## src/logic/osdcs_pkg.sv

```systemverilog
// osdcs_pkg: register map, field positions, reset values and timing counts
// for the eight-channel overlay register bank.
// assumes: 20 MHz system clock; host port delivers 8-bit address/data strobes.
package osdcs_pkg;

  // ----------------------------------------------------------------------
  // block and register addressing
  // ----------------------------------------------------------------------
  localparam int          NUM_CHANNELS      = 8;
  localparam logic [3:0]  BLOCK_MULTI       = 4'h8;
  localparam logic [3:0]  REG_PIXEL_HIGH    = 4'h0;
  localparam logic [3:0]  REG_PIXEL_LOW     = 4'h1;
  localparam logic [3:0]  REG_COLUMN        = 4'h2;
  localparam logic [3:0]  REG_ROW_HIGH      = 4'h3;
  localparam logic [3:0]  REG_ROW_LOW       = 4'h4;
  localparam logic [3:0]  REG_STATUS        = 4'h5;
  localparam logic [3:0]  REG_COMMAND       = 4'h6;
  localparam logic [3:0]  REG_HSHIFT        = 4'h7;
  localparam logic [3:0]  REG_VSHIFT        = 4'h8;
  localparam logic [3:0]  REG_SHARE_SRC     = 4'h9;
  localparam logic [3:0]  REG_BEGIN_HIGH    = 4'hA;
  localparam logic [3:0]  REG_BEGIN_LOW     = 4'hB;
  localparam logic [3:0]  REG_END_HIGH      = 4'hC;
  localparam logic [3:0]  REG_END_LOW       = 4'hD;
  localparam logic [3:0]  REG_SYNC_LOSS_ALL = 4'h5;
  localparam logic [3:0]  REG_MULTI_WRITE   = 4'h6;
  localparam logic [3:0]  REG_MULTI_CONTROL = 4'h7;

  // ----------------------------------------------------------------------
  // field positions and values
  // ----------------------------------------------------------------------
  localparam int          CMD_READ_BIT      = 0;
  localparam int          CMD_WRITE_BIT     = 1;
  localparam int          ST_LOSS_BIT       = 0;
  localparam int          ST_SUPPRESS_BIT   = 1;
  localparam int          ST_IMMEDIATE_BIT  = 2;
  localparam int          ST_COLINC_BIT     = 3;
  localparam int          ST_LINEINC_BIT    = 4;
  localparam logic [7:0]  SHIFT_RESET       = 8'h80;
  localparam logic [7:0]  COLUMN_MAX        = 8'hB1;
  localparam logic [8:0]  ROW_MAX           = 9'h1FF;
  localparam logic [8:0]  NTSC_LINE_MAX     = 9'h1E3;

  // ----------------------------------------------------------------------
  // timing
  // ----------------------------------------------------------------------
  localparam int          CLOCK_HZ          = 20_000_000;
  localparam int          LINE_PERIOD_NS    = 64_000;
  localparam int          LINE_CYCLES       = LINE_PERIOD_NS / (1_000_000_000 / CLOCK_HZ);
  localparam int          CNT_W             = 12;

  typedef enum logic [1:0] {
    OSDCS_IDLE,
    OSDCS_WRITE,
    OSDCS_READ
  } osdcs_state_type;

endpackage : osdcs_pkg

```

## src/logic/osdcs_regs.sv

```systemverilog
// osdcs_regs: per-channel and multichannel host registers of the overlay generator.
// assumes: host port presents a one-cycle write or read strobe with an 8-bit
// address; memory port is a request/done handshake to the SDRAM controller.
//
// Operation
// - command 0x02 stores pixel word to memory
// - command 0x01 fetches pixel word into registers
// - command 0x03 stores then reads back
// - horizontal shift resets to 128 quad pixels
// - overlay outside active video is suppressed
// - vertical shift resets to 128 lines
// - vertical shift may apply within two frames
// - share band lines come from source channel
// - sharing only between channels of same parity
// - lowest selected channel of parity wins
// - share lines update immediately or at field
// - share begin is 9 bits, high bit 0
// - begin value commits on low half write
// - end value commits on low half write
// - multi column increments, saturates at 177
// - multi line increments, saturates at 511
// - four nibble pixels, leftmost in high nibble
// - sync loss bit per channel after line
// - multi write trigger clears after cycle
// - multi control holds only increment bits
// - even line address field one, odd two
// - status bits: lineinc colinc immediate suppress loss
// - upper nibble block, lower nibble register
`timescale 1ns/1ps
module osdcs_regs
  import osdcs_pkg::*;
(
  input  wire logic        clock_i,
  input  wire logic        resetn_i,
  input  wire logic        host_wr_i,
  input  wire logic        host_rd_i,
  input  wire logic [7:0]  host_addr_i,
  input  wire logic [7:0]  host_wdata_i,
  output logic [7:0]       host_rdata_o,
  input  wire logic [7:0]  video_sense_input_i,
  input  wire logic [7:0]  field_start_i,
  input  wire logic [7:0]  active_video_i,
  input  wire logic [7:0]  frame_start_i,
  output logic             mem_req_o,
  output logic             mem_write_o,
  output logic [2:0]       mem_channel_o,
  output logic [7:0]       mem_column_o,
  output logic [8:0]       mem_row_o,
  output logic             mem_field_o,
  output logic [15:0]      mem_wdata_o,
  input  wire logic        mem_done_i,
  input  wire logic [15:0] mem_rdata_i,
  output logic [7:0]       overlay_enable_o,
  output logic [63:0]      hshift_o,
  output logic [63:0]      vshift_o,
  output logic [23:0]      share_from_o,
  output logic [7:0]       share_on_o,
  output logic [71:0]      share_begin_line_o,
  output logic [71:0]      share_end_line_o,
  output logic [7:0]       sync_loss_all_o
);

  // ----------------------------------------------------------------------
  // state
  // ----------------------------------------------------------------------
  typedef struct packed {
    logic [7:0][7:0]  pix_hi;
    logic [7:0][7:0]  pix_lo;
    logic [7:0][7:0]  column;
    logic [7:0][8:0]  row;
    logic [7:0][3:0]  ctrl;      // lineinc colinc immediate suppress
    logic [7:0][7:0]  hshift;
    logic [7:0][7:0]  vshift;
    logic [7:0][7:0]  vshift_live;
    logic [7:0][1:0]  vframes;
    logic [7:0][7:0]  share_src;
    logic [7:0]       m_hi;
    logic [7:0]       m_lo;
    logic [7:0]       m_col;
    logic [8:0]       m_row;
    logic [1:0]       m_ctrl;    // lineinc colinc
    logic [7:0]       m_trig;
    osdcs_state_type  fsm;
    logic             readback;
    logic             multi;
    logic [2:0]       chan;
    logic [7:0]       rdata;
    logic             req;
    logic [7:0]       ov_en;
    logic [23:0]      share_from;
    logic [7:0]       share_on;
  } osdcs_regs_type;

  osdcs_regs_type state_ff;
  osdcs_regs_type nxt_state;

  logic [7:0]       loss;
  logic [7:0][8:0]  beg_line;
  logic [7:0][8:0]  end_line;
  logic [7:0]       beg_hi;
  logic [7:0]       end_hi;
  logic [7:0][7:0]  beg_lo;
  logic [7:0][7:0]  end_lo;
  logic [7:0]       wr_bh;
  logic [7:0]       wr_bl;
  logic [7:0]       wr_eh;
  logic [7:0]       wr_el;

  wire logic [3:0] blk = host_addr_i[7:4];
  wire logic [3:0] idx = host_addr_i[3:0];

  // ----------------------------------------------------------------------
  // per-channel helpers
  // ----------------------------------------------------------------------
  for (genvar c = 0; c < NUM_CHANNELS; c++) begin : g_chan
    assign wr_bh[c] = host_wr_i && blk == 4'(c) && idx == REG_BEGIN_HIGH;
    assign wr_bl[c] = host_wr_i && blk == 4'(c) && idx == REG_BEGIN_LOW;
    assign wr_eh[c] = host_wr_i && blk == 4'(c) && idx == REG_END_HIGH;
    assign wr_el[c] = host_wr_i && blk == 4'(c) && idx == REG_END_LOW;

    osdcs_sync_watch u_watch (
      .clock_i  (clock_i),
      .resetn_i (resetn_i),
      .sync_i   (video_sense_input_i[c]),
      .limit_i  (CNT_W'(LINE_CYCLES)),
      .loss_o   (loss[c])
    );

    osdcs_share_line u_begin (
      .clock_i     (clock_i),
      .resetn_i    (resetn_i),
      .wr_high_i   (wr_bh[c]),
      .wr_low_i    (wr_bl[c]),
      .data_i      (host_wdata_i),
      .immediate_i (state_ff.ctrl[c][1]),
      .field_i     (field_start_i[c]),
      .high_o      (beg_hi[c]),
      .low_o       (beg_lo[c]),
      .line_o      (beg_line[c])
    );

    osdcs_share_line u_end (
      .clock_i     (clock_i),
      .resetn_i    (resetn_i),
      .wr_high_i   (wr_eh[c]),
      .wr_low_i    (wr_el[c]),
      .data_i      (host_wdata_i),
      .immediate_i (state_ff.ctrl[c][1]),
      .field_i     (field_start_i[c]),
      .high_o      (end_hi[c]),
      .low_o       (end_lo[c]),
      .line_o      (end_line[c])
    );
  end

  // lowest selected channel of matching parity
  function automatic logic [3:0] osdcs_pick(input logic [7:0] src, input int c);
    logic [3:0] pick;
    pick = 4'h0;
    for (int k = 7; k >= 0; k--) begin
      if (src[k] && (k % 2) == (c % 2)) begin
        pick = {1'b1, 3'(k)};
      end
    end
    return pick;
  endfunction : osdcs_pick

  // ----------------------------------------------------------------------
  // next state
  // ----------------------------------------------------------------------
  always_comb begin
    logic [3:0] p;
    logic [2:0] ch;
    p         = 4'h0;
    ch        = blk[2:0];
    nxt_state = state_ff;
    nxt_state.req = 1'b0;

    // host writes; a write that collides with a fetch result loses to it
    if (host_wr_i && !blk[3]) begin
      unique case (idx)
        REG_PIXEL_HIGH: nxt_state.pix_hi[ch] = host_wdata_i;
        REG_PIXEL_LOW:  nxt_state.pix_lo[ch] = host_wdata_i;
        REG_COLUMN:     nxt_state.column[ch] = host_wdata_i;
        REG_ROW_HIGH:   nxt_state.row[ch][8] = host_wdata_i[0];
        REG_ROW_LOW:    nxt_state.row[ch][7:0] = host_wdata_i;
        REG_STATUS:     nxt_state.ctrl[ch] = host_wdata_i[4:1];
        REG_HSHIFT:     nxt_state.hshift[ch] = host_wdata_i;
        REG_VSHIFT:     nxt_state.vshift[ch] = host_wdata_i;
        REG_SHARE_SRC:  nxt_state.share_src[ch] = host_wdata_i;
        default: ;
      endcase
    end else if (host_wr_i && blk == BLOCK_MULTI) begin
      unique case (idx)
        REG_PIXEL_HIGH:    nxt_state.m_hi = host_wdata_i;
        REG_PIXEL_LOW:     nxt_state.m_lo = host_wdata_i;
        REG_COLUMN:        nxt_state.m_col = host_wdata_i;
        REG_ROW_HIGH:      nxt_state.m_row[8] = host_wdata_i[0];
        REG_ROW_LOW:       nxt_state.m_row[7:0] = host_wdata_i;
        REG_MULTI_CONTROL: nxt_state.m_ctrl = host_wdata_i[4:3];
        default: ;
      endcase
    end

    // transfer sequencer
    unique case (state_ff.fsm)
      OSDCS_IDLE: begin
        if (host_wr_i && !blk[3] && idx == REG_COMMAND
            && host_wdata_i[CMD_WRITE_BIT:CMD_READ_BIT] != 2'b00) begin
          nxt_state.multi    = 1'b0;
          nxt_state.chan     = ch;
          nxt_state.readback = host_wdata_i[CMD_READ_BIT];
          nxt_state.req      = 1'b1;
          nxt_state.fsm      = host_wdata_i[CMD_WRITE_BIT] ? OSDCS_WRITE
                                                           : OSDCS_READ;
        end else if (host_wr_i && blk == BLOCK_MULTI && idx == REG_MULTI_WRITE
                     && host_wdata_i != 8'h00) begin
          nxt_state.m_trig   = host_wdata_i;
          nxt_state.multi    = 1'b1;
          nxt_state.readback = 1'b0;
          nxt_state.req      = 1'b1;
          nxt_state.fsm      = OSDCS_WRITE;
          for (int k = 7; k >= 0; k--) begin
            if (host_wdata_i[k]) nxt_state.chan = 3'(k);
          end
        end
      end
      OSDCS_WRITE: begin
        if (mem_done_i) begin
          if (state_ff.multi) begin
            nxt_state.m_trig[state_ff.chan] = 1'b0;
            if ((state_ff.m_trig & ~(8'h01 << state_ff.chan)) != 8'h00) begin
              nxt_state.req = 1'b1;
              for (int k = 7; k >= 0; k--) begin
                if (state_ff.m_trig[k] && 3'(k) != state_ff.chan) nxt_state.chan = 3'(k);
              end
            end else begin
              nxt_state.fsm = OSDCS_IDLE;
              if (state_ff.m_ctrl[0] && state_ff.m_col < COLUMN_MAX) begin
                nxt_state.m_col = state_ff.m_col + 8'h01;
              end
              if (state_ff.m_ctrl[1] && state_ff.m_row < ROW_MAX) begin
                nxt_state.m_row = state_ff.m_row + 9'h001;
              end
            end
          end else if (state_ff.readback) begin
            nxt_state.req = 1'b1;
            nxt_state.fsm = OSDCS_READ;
          end else begin
            nxt_state.fsm = OSDCS_IDLE;
          end
        end
      end
      OSDCS_READ: begin
        if (mem_done_i) begin
          nxt_state.fsm = OSDCS_IDLE;
          nxt_state.pix_hi[state_ff.chan] = mem_rdata_i[15:8];
          nxt_state.pix_lo[state_ff.chan] = mem_rdata_i[7:0];
        end
      end
    endcase

    // per-channel autoincrement after own transfer
    if (mem_done_i && !state_ff.multi && state_ff.fsm != OSDCS_IDLE
        && !(state_ff.fsm == OSDCS_WRITE && state_ff.readback)) begin
      if (state_ff.ctrl[state_ff.chan][2] && state_ff.column[state_ff.chan] < COLUMN_MAX) begin
        nxt_state.column[state_ff.chan] = state_ff.column[state_ff.chan] + 8'h01;
      end
      if (state_ff.ctrl[state_ff.chan][3] && state_ff.row[state_ff.chan] < ROW_MAX) begin
        nxt_state.row[state_ff.chan] = state_ff.row[state_ff.chan] + 9'h001;
      end
    end

    // vertical shift applied at the second frame start after it changes
    for (int c = 0; c < NUM_CHANNELS; c++) begin
      if (state_ff.vshift_live[c] == state_ff.vshift[c]) begin
        nxt_state.vframes[c] = 2'd0;
      end else if (frame_start_i[c]) begin
        if (state_ff.vframes[c] == 2'd1) begin
          nxt_state.vshift_live[c] = state_ff.vshift[c];
          nxt_state.vframes[c]     = 2'd0;
        end else begin
          nxt_state.vframes[c] = state_ff.vframes[c] + 2'd1;
        end
      end
      // suppress bit and region outside active video gate the key
      nxt_state.ov_en[c] = active_video_i[c] && !state_ff.ctrl[c][0];
      p = osdcs_pick(state_ff.share_src[c], c);
      nxt_state.share_on[c]        = p[3] && state_ff.share_src[c] != 8'h00;
      nxt_state.share_from[c*3 +: 3] = p[2:0];
    end

    // read path: one cycle behind the strobe
    nxt_state.rdata = 8'h00;
    if (host_rd_i && !blk[3]) begin
      unique case (idx)
        REG_PIXEL_HIGH: nxt_state.rdata = state_ff.pix_hi[ch];
        REG_PIXEL_LOW:  nxt_state.rdata = state_ff.pix_lo[ch];
        REG_COLUMN:     nxt_state.rdata = state_ff.column[ch];
        REG_ROW_HIGH:   nxt_state.rdata = {7'h00, state_ff.row[ch][8]};
        REG_ROW_LOW:    nxt_state.rdata = state_ff.row[ch][7:0];
        REG_STATUS:     nxt_state.rdata = {3'h0, state_ff.ctrl[ch], loss[ch]};
        REG_COMMAND:    nxt_state.rdata = 8'h00;
        REG_HSHIFT:     nxt_state.rdata = state_ff.hshift[ch];
        REG_VSHIFT:     nxt_state.rdata = state_ff.vshift[ch];
        REG_SHARE_SRC:  nxt_state.rdata = state_ff.share_src[ch];
        REG_BEGIN_HIGH: nxt_state.rdata = {7'h00, beg_hi[ch]};
        REG_BEGIN_LOW:  nxt_state.rdata = beg_lo[ch];
        REG_END_HIGH:   nxt_state.rdata = {7'h00, end_hi[ch]};
        REG_END_LOW:    nxt_state.rdata = end_lo[ch];
        default:        nxt_state.rdata = 8'h00;
      endcase
    end else if (host_rd_i && blk == BLOCK_MULTI) begin
      unique case (idx)
        REG_PIXEL_HIGH:    nxt_state.rdata = state_ff.m_hi;
        REG_PIXEL_LOW:     nxt_state.rdata = state_ff.m_lo;
        REG_COLUMN:        nxt_state.rdata = state_ff.m_col;
        REG_ROW_HIGH:      nxt_state.rdata = {7'h00, state_ff.m_row[8]};
        REG_ROW_LOW:       nxt_state.rdata = state_ff.m_row[7:0];
        REG_SYNC_LOSS_ALL: nxt_state.rdata = loss;
        REG_MULTI_WRITE:   nxt_state.rdata = state_ff.m_trig;
        REG_MULTI_CONTROL: nxt_state.rdata = {3'h0, state_ff.m_ctrl, 3'h0};
        default:           nxt_state.rdata = 8'h00;
      endcase
    end
  end

  // ----------------------------------------------------------------------
  // registers
  // ----------------------------------------------------------------------
  always_ff @(posedge clock_i) begin
    if (!resetn_i) begin
      state_ff             <= '0;
      state_ff.hshift      <= {NUM_CHANNELS{SHIFT_RESET}};
      state_ff.vshift      <= {NUM_CHANNELS{SHIFT_RESET}};
      state_ff.vshift_live <= {NUM_CHANNELS{SHIFT_RESET}};
      state_ff.fsm         <= OSDCS_IDLE;
    end else begin
      state_ff <= nxt_state;
    end
  end

  // ----------------------------------------------------------------------
  // outputs
  // ----------------------------------------------------------------------
  always_ff @(posedge clock_i) begin
    if (!resetn_i) begin
      mem_req_o          <= 1'b0;
      mem_write_o        <= 1'b0;
      mem_channel_o      <= 3'h0;
      mem_column_o       <= 8'h00;
      mem_row_o          <= 9'h000;
      mem_field_o        <= 1'b0;
      mem_wdata_o        <= 16'h0000;
      share_begin_line_o <= '0;
      share_end_line_o   <= '0;
    end else begin
      mem_req_o     <= nxt_state.req;
      mem_write_o   <= nxt_state.fsm == OSDCS_WRITE;
      mem_channel_o <= nxt_state.chan;
      mem_column_o  <= nxt_state.multi ? nxt_state.m_col : nxt_state.column[nxt_state.chan];
      mem_row_o     <= nxt_state.multi ? nxt_state.m_row : nxt_state.row[nxt_state.chan];
      mem_field_o   <= nxt_state.multi ? nxt_state.m_row[0]
                                       : nxt_state.row[nxt_state.chan][0];
      mem_wdata_o   <= nxt_state.multi ? {nxt_state.m_hi, nxt_state.m_lo}
                                       : {nxt_state.pix_hi[nxt_state.chan],
                                          nxt_state.pix_lo[nxt_state.chan]};
      share_begin_line_o <= beg_line;
      share_end_line_o   <= end_line;
    end
  end

  assign host_rdata_o     = state_ff.rdata;
  assign overlay_enable_o = state_ff.ov_en;
  assign hshift_o         = state_ff.hshift;
  assign vshift_o         = state_ff.vshift_live;
  assign share_from_o     = state_ff.share_from;
  assign share_on_o       = state_ff.share_on;
  assign sync_loss_all_o  = loss;

endmodule : osdcs_regs

```

## src/logic/osdcs_share_line.sv

```systemverilog
// osdcs_share_line: one 9-bit share line value with staged high half,
// low-half commit and field-boundary update.
// assumes: wr strobes are one-cycle pulses from the host decode.
`timescale 1ns/1ps
module osdcs_share_line
  import osdcs_pkg::*;
(
  input  wire logic       clock_i,
  input  wire logic       resetn_i,
  input  wire logic       wr_high_i,
  input  wire logic       wr_low_i,
  input  wire logic [7:0] data_i,
  input  wire logic       immediate_i,
  input  wire logic       field_i,
  output logic            high_o,
  output logic [7:0]      low_o,
  output logic [8:0]      line_o
);

  typedef struct packed {
    logic       high;
    logic [7:0] low;
    logic [8:0] pend;
    logic       pend_valid;
    logic [8:0] line;
  } osdcs_line_type;

  osdcs_line_type state_ff;
  osdcs_line_type nxt_state;

  always_comb begin
    nxt_state = state_ff;
    if (wr_high_i) begin
      nxt_state.high = data_i[0];
    end
    if (wr_low_i) begin
      nxt_state.low        = data_i;
      nxt_state.pend       = {state_ff.high, data_i};
      nxt_state.pend_valid = 1'b1;
    end
    if (state_ff.pend_valid && (immediate_i || field_i)) begin
      nxt_state.line = state_ff.pend;
      if (!wr_low_i) begin
        nxt_state.pend_valid = 1'b0;
      end
    end
  end

  always_ff @(posedge clock_i) begin
    if (!resetn_i) begin
      state_ff <= '0;
    end else begin
      state_ff <= nxt_state;
    end
  end

  assign high_o = state_ff.high;
  assign low_o  = state_ff.low;
  assign line_o = state_ff.line;

endmodule : osdcs_share_line

```

## src/logic/osdcs_sync_watch.sv

```systemverilog
// osdcs_sync_watch: per-channel loss-of-sync detector.
// assumes: sync_i is an asynchronous pin level; a sync pulse is a low level.
`timescale 1ns/1ps
module osdcs_sync_watch
  import osdcs_pkg::*;
(
  input  wire logic clock_i,
  input  wire logic resetn_i,
  input  wire logic sync_i,
  input  wire logic [CNT_W-1:0] limit_i,
  output logic      loss_o
);

  typedef struct packed {
    logic             meta;
    logic             sync;
    logic             prev;
    logic [CNT_W-1:0] count;
    logic             loss;
  } osdcs_watch_type;

  osdcs_watch_type state_ff;
  osdcs_watch_type nxt_state;

  always_comb begin
    nxt_state      = state_ff;
    nxt_state.meta = sync_i;
    nxt_state.sync = state_ff.meta;
    nxt_state.prev = state_ff.sync;
    // a falling edge of sync counts as a valid pulse and clears the flag
    if (state_ff.prev && !state_ff.sync) begin
      nxt_state.count = '0;
      nxt_state.loss  = 1'b0;
    end else if (state_ff.count >= limit_i) begin
      nxt_state.loss = 1'b1;
    end else begin
      nxt_state.count = state_ff.count + 1'b1;
    end
  end

  always_ff @(posedge clock_i) begin
    if (!resetn_i) begin
      state_ff <= '0;
    end else begin
      state_ff <= nxt_state;
    end
  end

  assign loss_o = state_ff.loss;

endmodule : osdcs_sync_watch

```

## config.mk

```make
export PLATFORM = sky130hd
export DESIGN_NAME = osdcs_regs
export DESIGN_NICKNAME = d
export VERILOG_FILES = /design/src/logic/osdcs_pkg.sv /design/src/logic/osdcs_regs.sv /design/src/logic/osdcs_share_line.sv /design/src/logic/osdcs_sync_watch.sv
export SDC_FILE = /design/constraint.sdc
export NUM_CORES = 2
export LEC_CHECK = 0
export BUFFER_PORTS_ARGS = -buffer_cell sky130_fd_sc_hd__buf_4
export CORE_AREA = 2 2 371 557
export CTS_CLUSTER_SIZE = 24
export DETAILED_ROUTE_END_ITERATION = 8
export DIE_AREA = 0 0 373 559
export PLACE_DENSITY = 0.57
export SYNTH_ARGS = -nofsm -noshare
export SYNTH_HDL_FRONTEND = slang
export SYNTH_SLANG_ARGS = --single-unit
export TNS_END_PERCENT = 20
```

## constraint.sdc

```tcl
create_clock -name clock_i -period 4.1 [get_ports clock_i]
set_input_delay 0.615 -clock clock_i [delete_from_list [all_inputs] [get_ports clock_i]]
set_output_delay 0.615 -clock clock_i [all_outputs]
set_load 0.005 [all_outputs]
```

==> results.yml <==
clock_tree:
  cts.sinks: 1289
  path_clk_slew_ns: 0.06
  tritoncts: "built"
  cts_max_path_buffers: 4
  cts_made_buffers: 139
  ctsHtreeMaxLevel: 4
  post_cts_buffers: 0
  cts_root_buf: "clkbuf_16"
  insertion_delay_ns: 0.85
floorplanning:
  core_mm2: 0.2034
  row_count: 203
  floorplan.initialDensity: 0.2992
  dieArea_mm2: 0.2085
  die_w_um: 373
  io_pins: 436
  die_y_um: 559
routing:
  vias_per_cell: 5.434
  wl_per_cell_um: 26.74
  drtPass1Iterations: 7
  num_vias: 54540
  antenna_left: 0
  drt_iter0_drc: 5245
  drcViolationCount: 0
  wl_mm: 268.4
sta:
  rsz0062_at_grt: "yes"
  fin_skew_ns: 0.08006
  worst_pin_slew_ns: 1.265
  period_share: 0.9904
  fmax_mhz: 246.3
  final.min_clock_period_ns: 4.061
  relSlewSlack: 0.1505
  drv_slew: 0
  setup_violations: 0
  hold_violations: 0
finish:
  final_cells: 10040
  area_delta_synth_final_pct: 19.07
  utilization: 0.3563
  final_area_mm2: 0.07249
  drive_above_1_share: 0.1819
  nets: 7363
worst_setup_path:
  end_kind: "register"
  reg2regPathDepth: 11
  cpMaxStageDelayCell: "dfxtp_4"
  cp_common_cell: "o221ai_1"
  cp_cell_sequence: "buf_12, or4b_2, o221ai_1, and4_1, nand4_1, or2_1, nor2_1, o21ai_0, a31oi_1, a21oi_1, o221ai_1"
  worstPathArrival_ns: 4.75
  start_kind: "register"
  slowest_delay_ns: 0.60
  critPathRequiredTime_ns: 4.79
  crit_type: "register to register"
  path_max_fanout: 30
pwr:
  p_comb_frac: 0.057
  power_switching_share: 0.2418
  p_per_area_mw_per_mm2: 380.4
  p_int_uw: 20910
  cellLeakagePower_uw: 0.02872
  power.total_uw: 27580
  power.share.clock: 0.484
  seqPwrFrac: 0.460
  switchingPower_uw: 6670
  peakVddDrop_mv: 0.3303
global_routing:
  antenna_found_initial: 21
  grt_pass1_wl_mm: 379.7
  grt.total_usage: 0.2460
  grt_pass1_vias: 52570
  overflow: 0
  grt_max_degree: 233
worst_hold_path:
  hold_class: "input port to register"
  min_path_cells: 3
synth:
  synthAdderAreaFrac: 0.005138
  synth_area_leaders: "dfxtp_1 42%, mux2i_1 9.3%, mux4_2 6.2%"
  syn_area_per_cell_um2: 8.752
  synth_top_area_share: 0.4239
  synth_compound_area_frac: 0.1432
  synthesis.area_mm2: 0.06088
  ys_ff_latch: 1289
  synthSimpleGateAreaFrac: 0.1890
  muxShareOfSynthArea: 0.1593
  synth_most_common_cell: "dfxtp_1"
  synth_xor_area_frac: 0.01757
  yosys_warnings: 0
  ys_types: 112
  ys.flop_type: "dfxtp_1"
  synth_edf_count: 0
  yosys.area.top_type: "dfxtp_1"
  synthTopCellsByCount: "1289 x dfxtp_1, 939 x nand2_1, 758 x nor2_1, 704 x a21oi_1, 563 x mux2i_1"
  synthArstFlopShare: 0
  seq_area_frac_synth: 0.4239
  synth_cells: 6956
  synth_top_family_by_area: "simple AND/OR/NAND/NOR gates"
run_status:
  status: "finished clean"
place:
  placed_cells: 9782
  portBuffers: 431
  postPlaceCellArea_mm2: 0.06764
  place_hpwl_mm: 193.4
  gp_congestion: 1.054
run:
  cap_viol_max_count: 0
==> power by group through the flow <==
stage               logic [uW]  registers [uW]  clock network [uW]
floorplan                  858           12900                   0
global placement          1510           13000                   0
detailed placement        1520           13000                   0
CTS                       1530           12700               13600
global route              1630           12700               14000
finish                    1560           12700               13300
==> cell families (layout without fill, tap and decap cells) <==
kind of cell	count (synthesis)	after routing
compound gates	1456	1456
xor+xnor	117	117
fa+ha+maj	25	25
buf+inv	767	1174
flops	1289	1289
mux	756	756
other cells	1	10
simple gates	2545	2545
==> per-stage QoR <==
stage | hold slack, ns | setup TNS [ns] | worst slack [ns]
2_1_floorplan | 0.3996 | 0 | 0.3600
3_3_place_gp | 0.4123 | 0 | 0.006563
3_5_place_dp | 0.4186 | 0 | 0.1255
4_1_cts | 0.0001470 | 0 | 0.1236
5_1_grt | 0.01900 | -0.01670 | -0.01134
6_report | 0.04478 | 0 | 0.03924
==> metal layers <==
metal	vias to the layer above	routed length, um	GRT usage
met5	-	227	0
met4	28	21880	0.1768
met3	809	19810	0.05041
met2	2639	124200	0.4041
met1	26330	102300	0.2846
li1	24730	-	-
==> path summary, 6_finish.rpt <==
check	startpoint	to	slack, ns
worst max-delay path	mem_channel_o[1]	mem_row_o[4]	0.04
worst min-delay path	active_video_i[7]	overlay_enable_o[7]	0.04
worst max register to register	mem_channel_o[1]	mem_row_o[4]	0.04
worst min register to register	g_chan[7].u_begin.line_o[0]	share_begin_line_o[63]	0.41
==> worst max-delay path: cells and delay by family, from the launching register on <==
kind,cells,cell delay (ns)
AOI/OAI and AO/OA,5,1.00
buffers and inverters,1,0.27
DFF,1,0.60
and+or+nand+nor,5,2.03
==> cell usage in the layout (no fill, tap or decap), drive strengths merged, types with 16 or more instances in the layout <==
| master | instances |
|---|---|
| dfxtp | 1289 |
| a31oi | 36 |
| a211oi | 112 |
| nand2 | 939 |
| clkinv | 22 |
| a311oi | 24 |
| a21oi | 705 |
| a22oi | 49 |
| bufinv | 17 |
| xor2 | 101 |
| o211ai | 23 |
| clkbuf | 187 |
| nand4 | 53 |
| or3 | 43 |
| nor3 | 58 |
| and3 | 49 |
| mux2i | 563 |
| nor2 | 759 |
| buf | 851 |
| and2 | 338 |
| ha | 25 |
| xnor2 | 16 |
| nand3 | 195 |
| mux4 | 168 |
| o22ai | 47 |
| nand2b | 20 |
| a32oi | 21 |
| a221oi | 19 |
| nor4 | 26 |
| inv | 78 |
| nor2b | 24 |
| mux2 | 25 |
| o21ai | 294 |
==> sequential cells by signal (all words and copies together) (netlist names), 8 cells and up <==
register	cells
g_chan.u_watch.nxt_state	16
host_rdata_o	8
share_from_o	20
share_on_o	8
share_end_line_o	72
vshift_o	64
g_chan.u_end.line_o	72
mem_row_o	9
g_chan.u_watch.state_ff	104
share_begin_line_o	72
mem_wdata_o	16
g_chan.u_end.high_o	8
g_chan.u_watch.loss_o	8
overlay_enable_o	8
g_chan.u_begin.line_o	72
g_chan.u_begin.high_o	8
mem_column_o	8
state_ff	487
g_chan.u_end.state_ff	80
g_chan.u_begin.state_ff	73
hshift_o	64
==> timing repair <==
| action | CTS | global route |
|---|---|---|
| hold endpoints to repair | 11 | 0 |
| endpoints found under the setup margin | 0 | 7 |
| gates resized for setup | 0 | 2 |
| hold buffers | 11 | 0 |
==> layout make-up <==
class	count	area, um^2
Tap cell	2665	3334
Antenna cell	6	15.01
Clock buffer	186	3936
Inverter	73	281.5
Timing Repair Buffer	863	6903
Clock inverter	52	782.0
Multi-Input combinational cell	4903	31430
Fill cell	20600	131000
Sequential cell	1289	25810
Power figures use the tool's default switching activity.
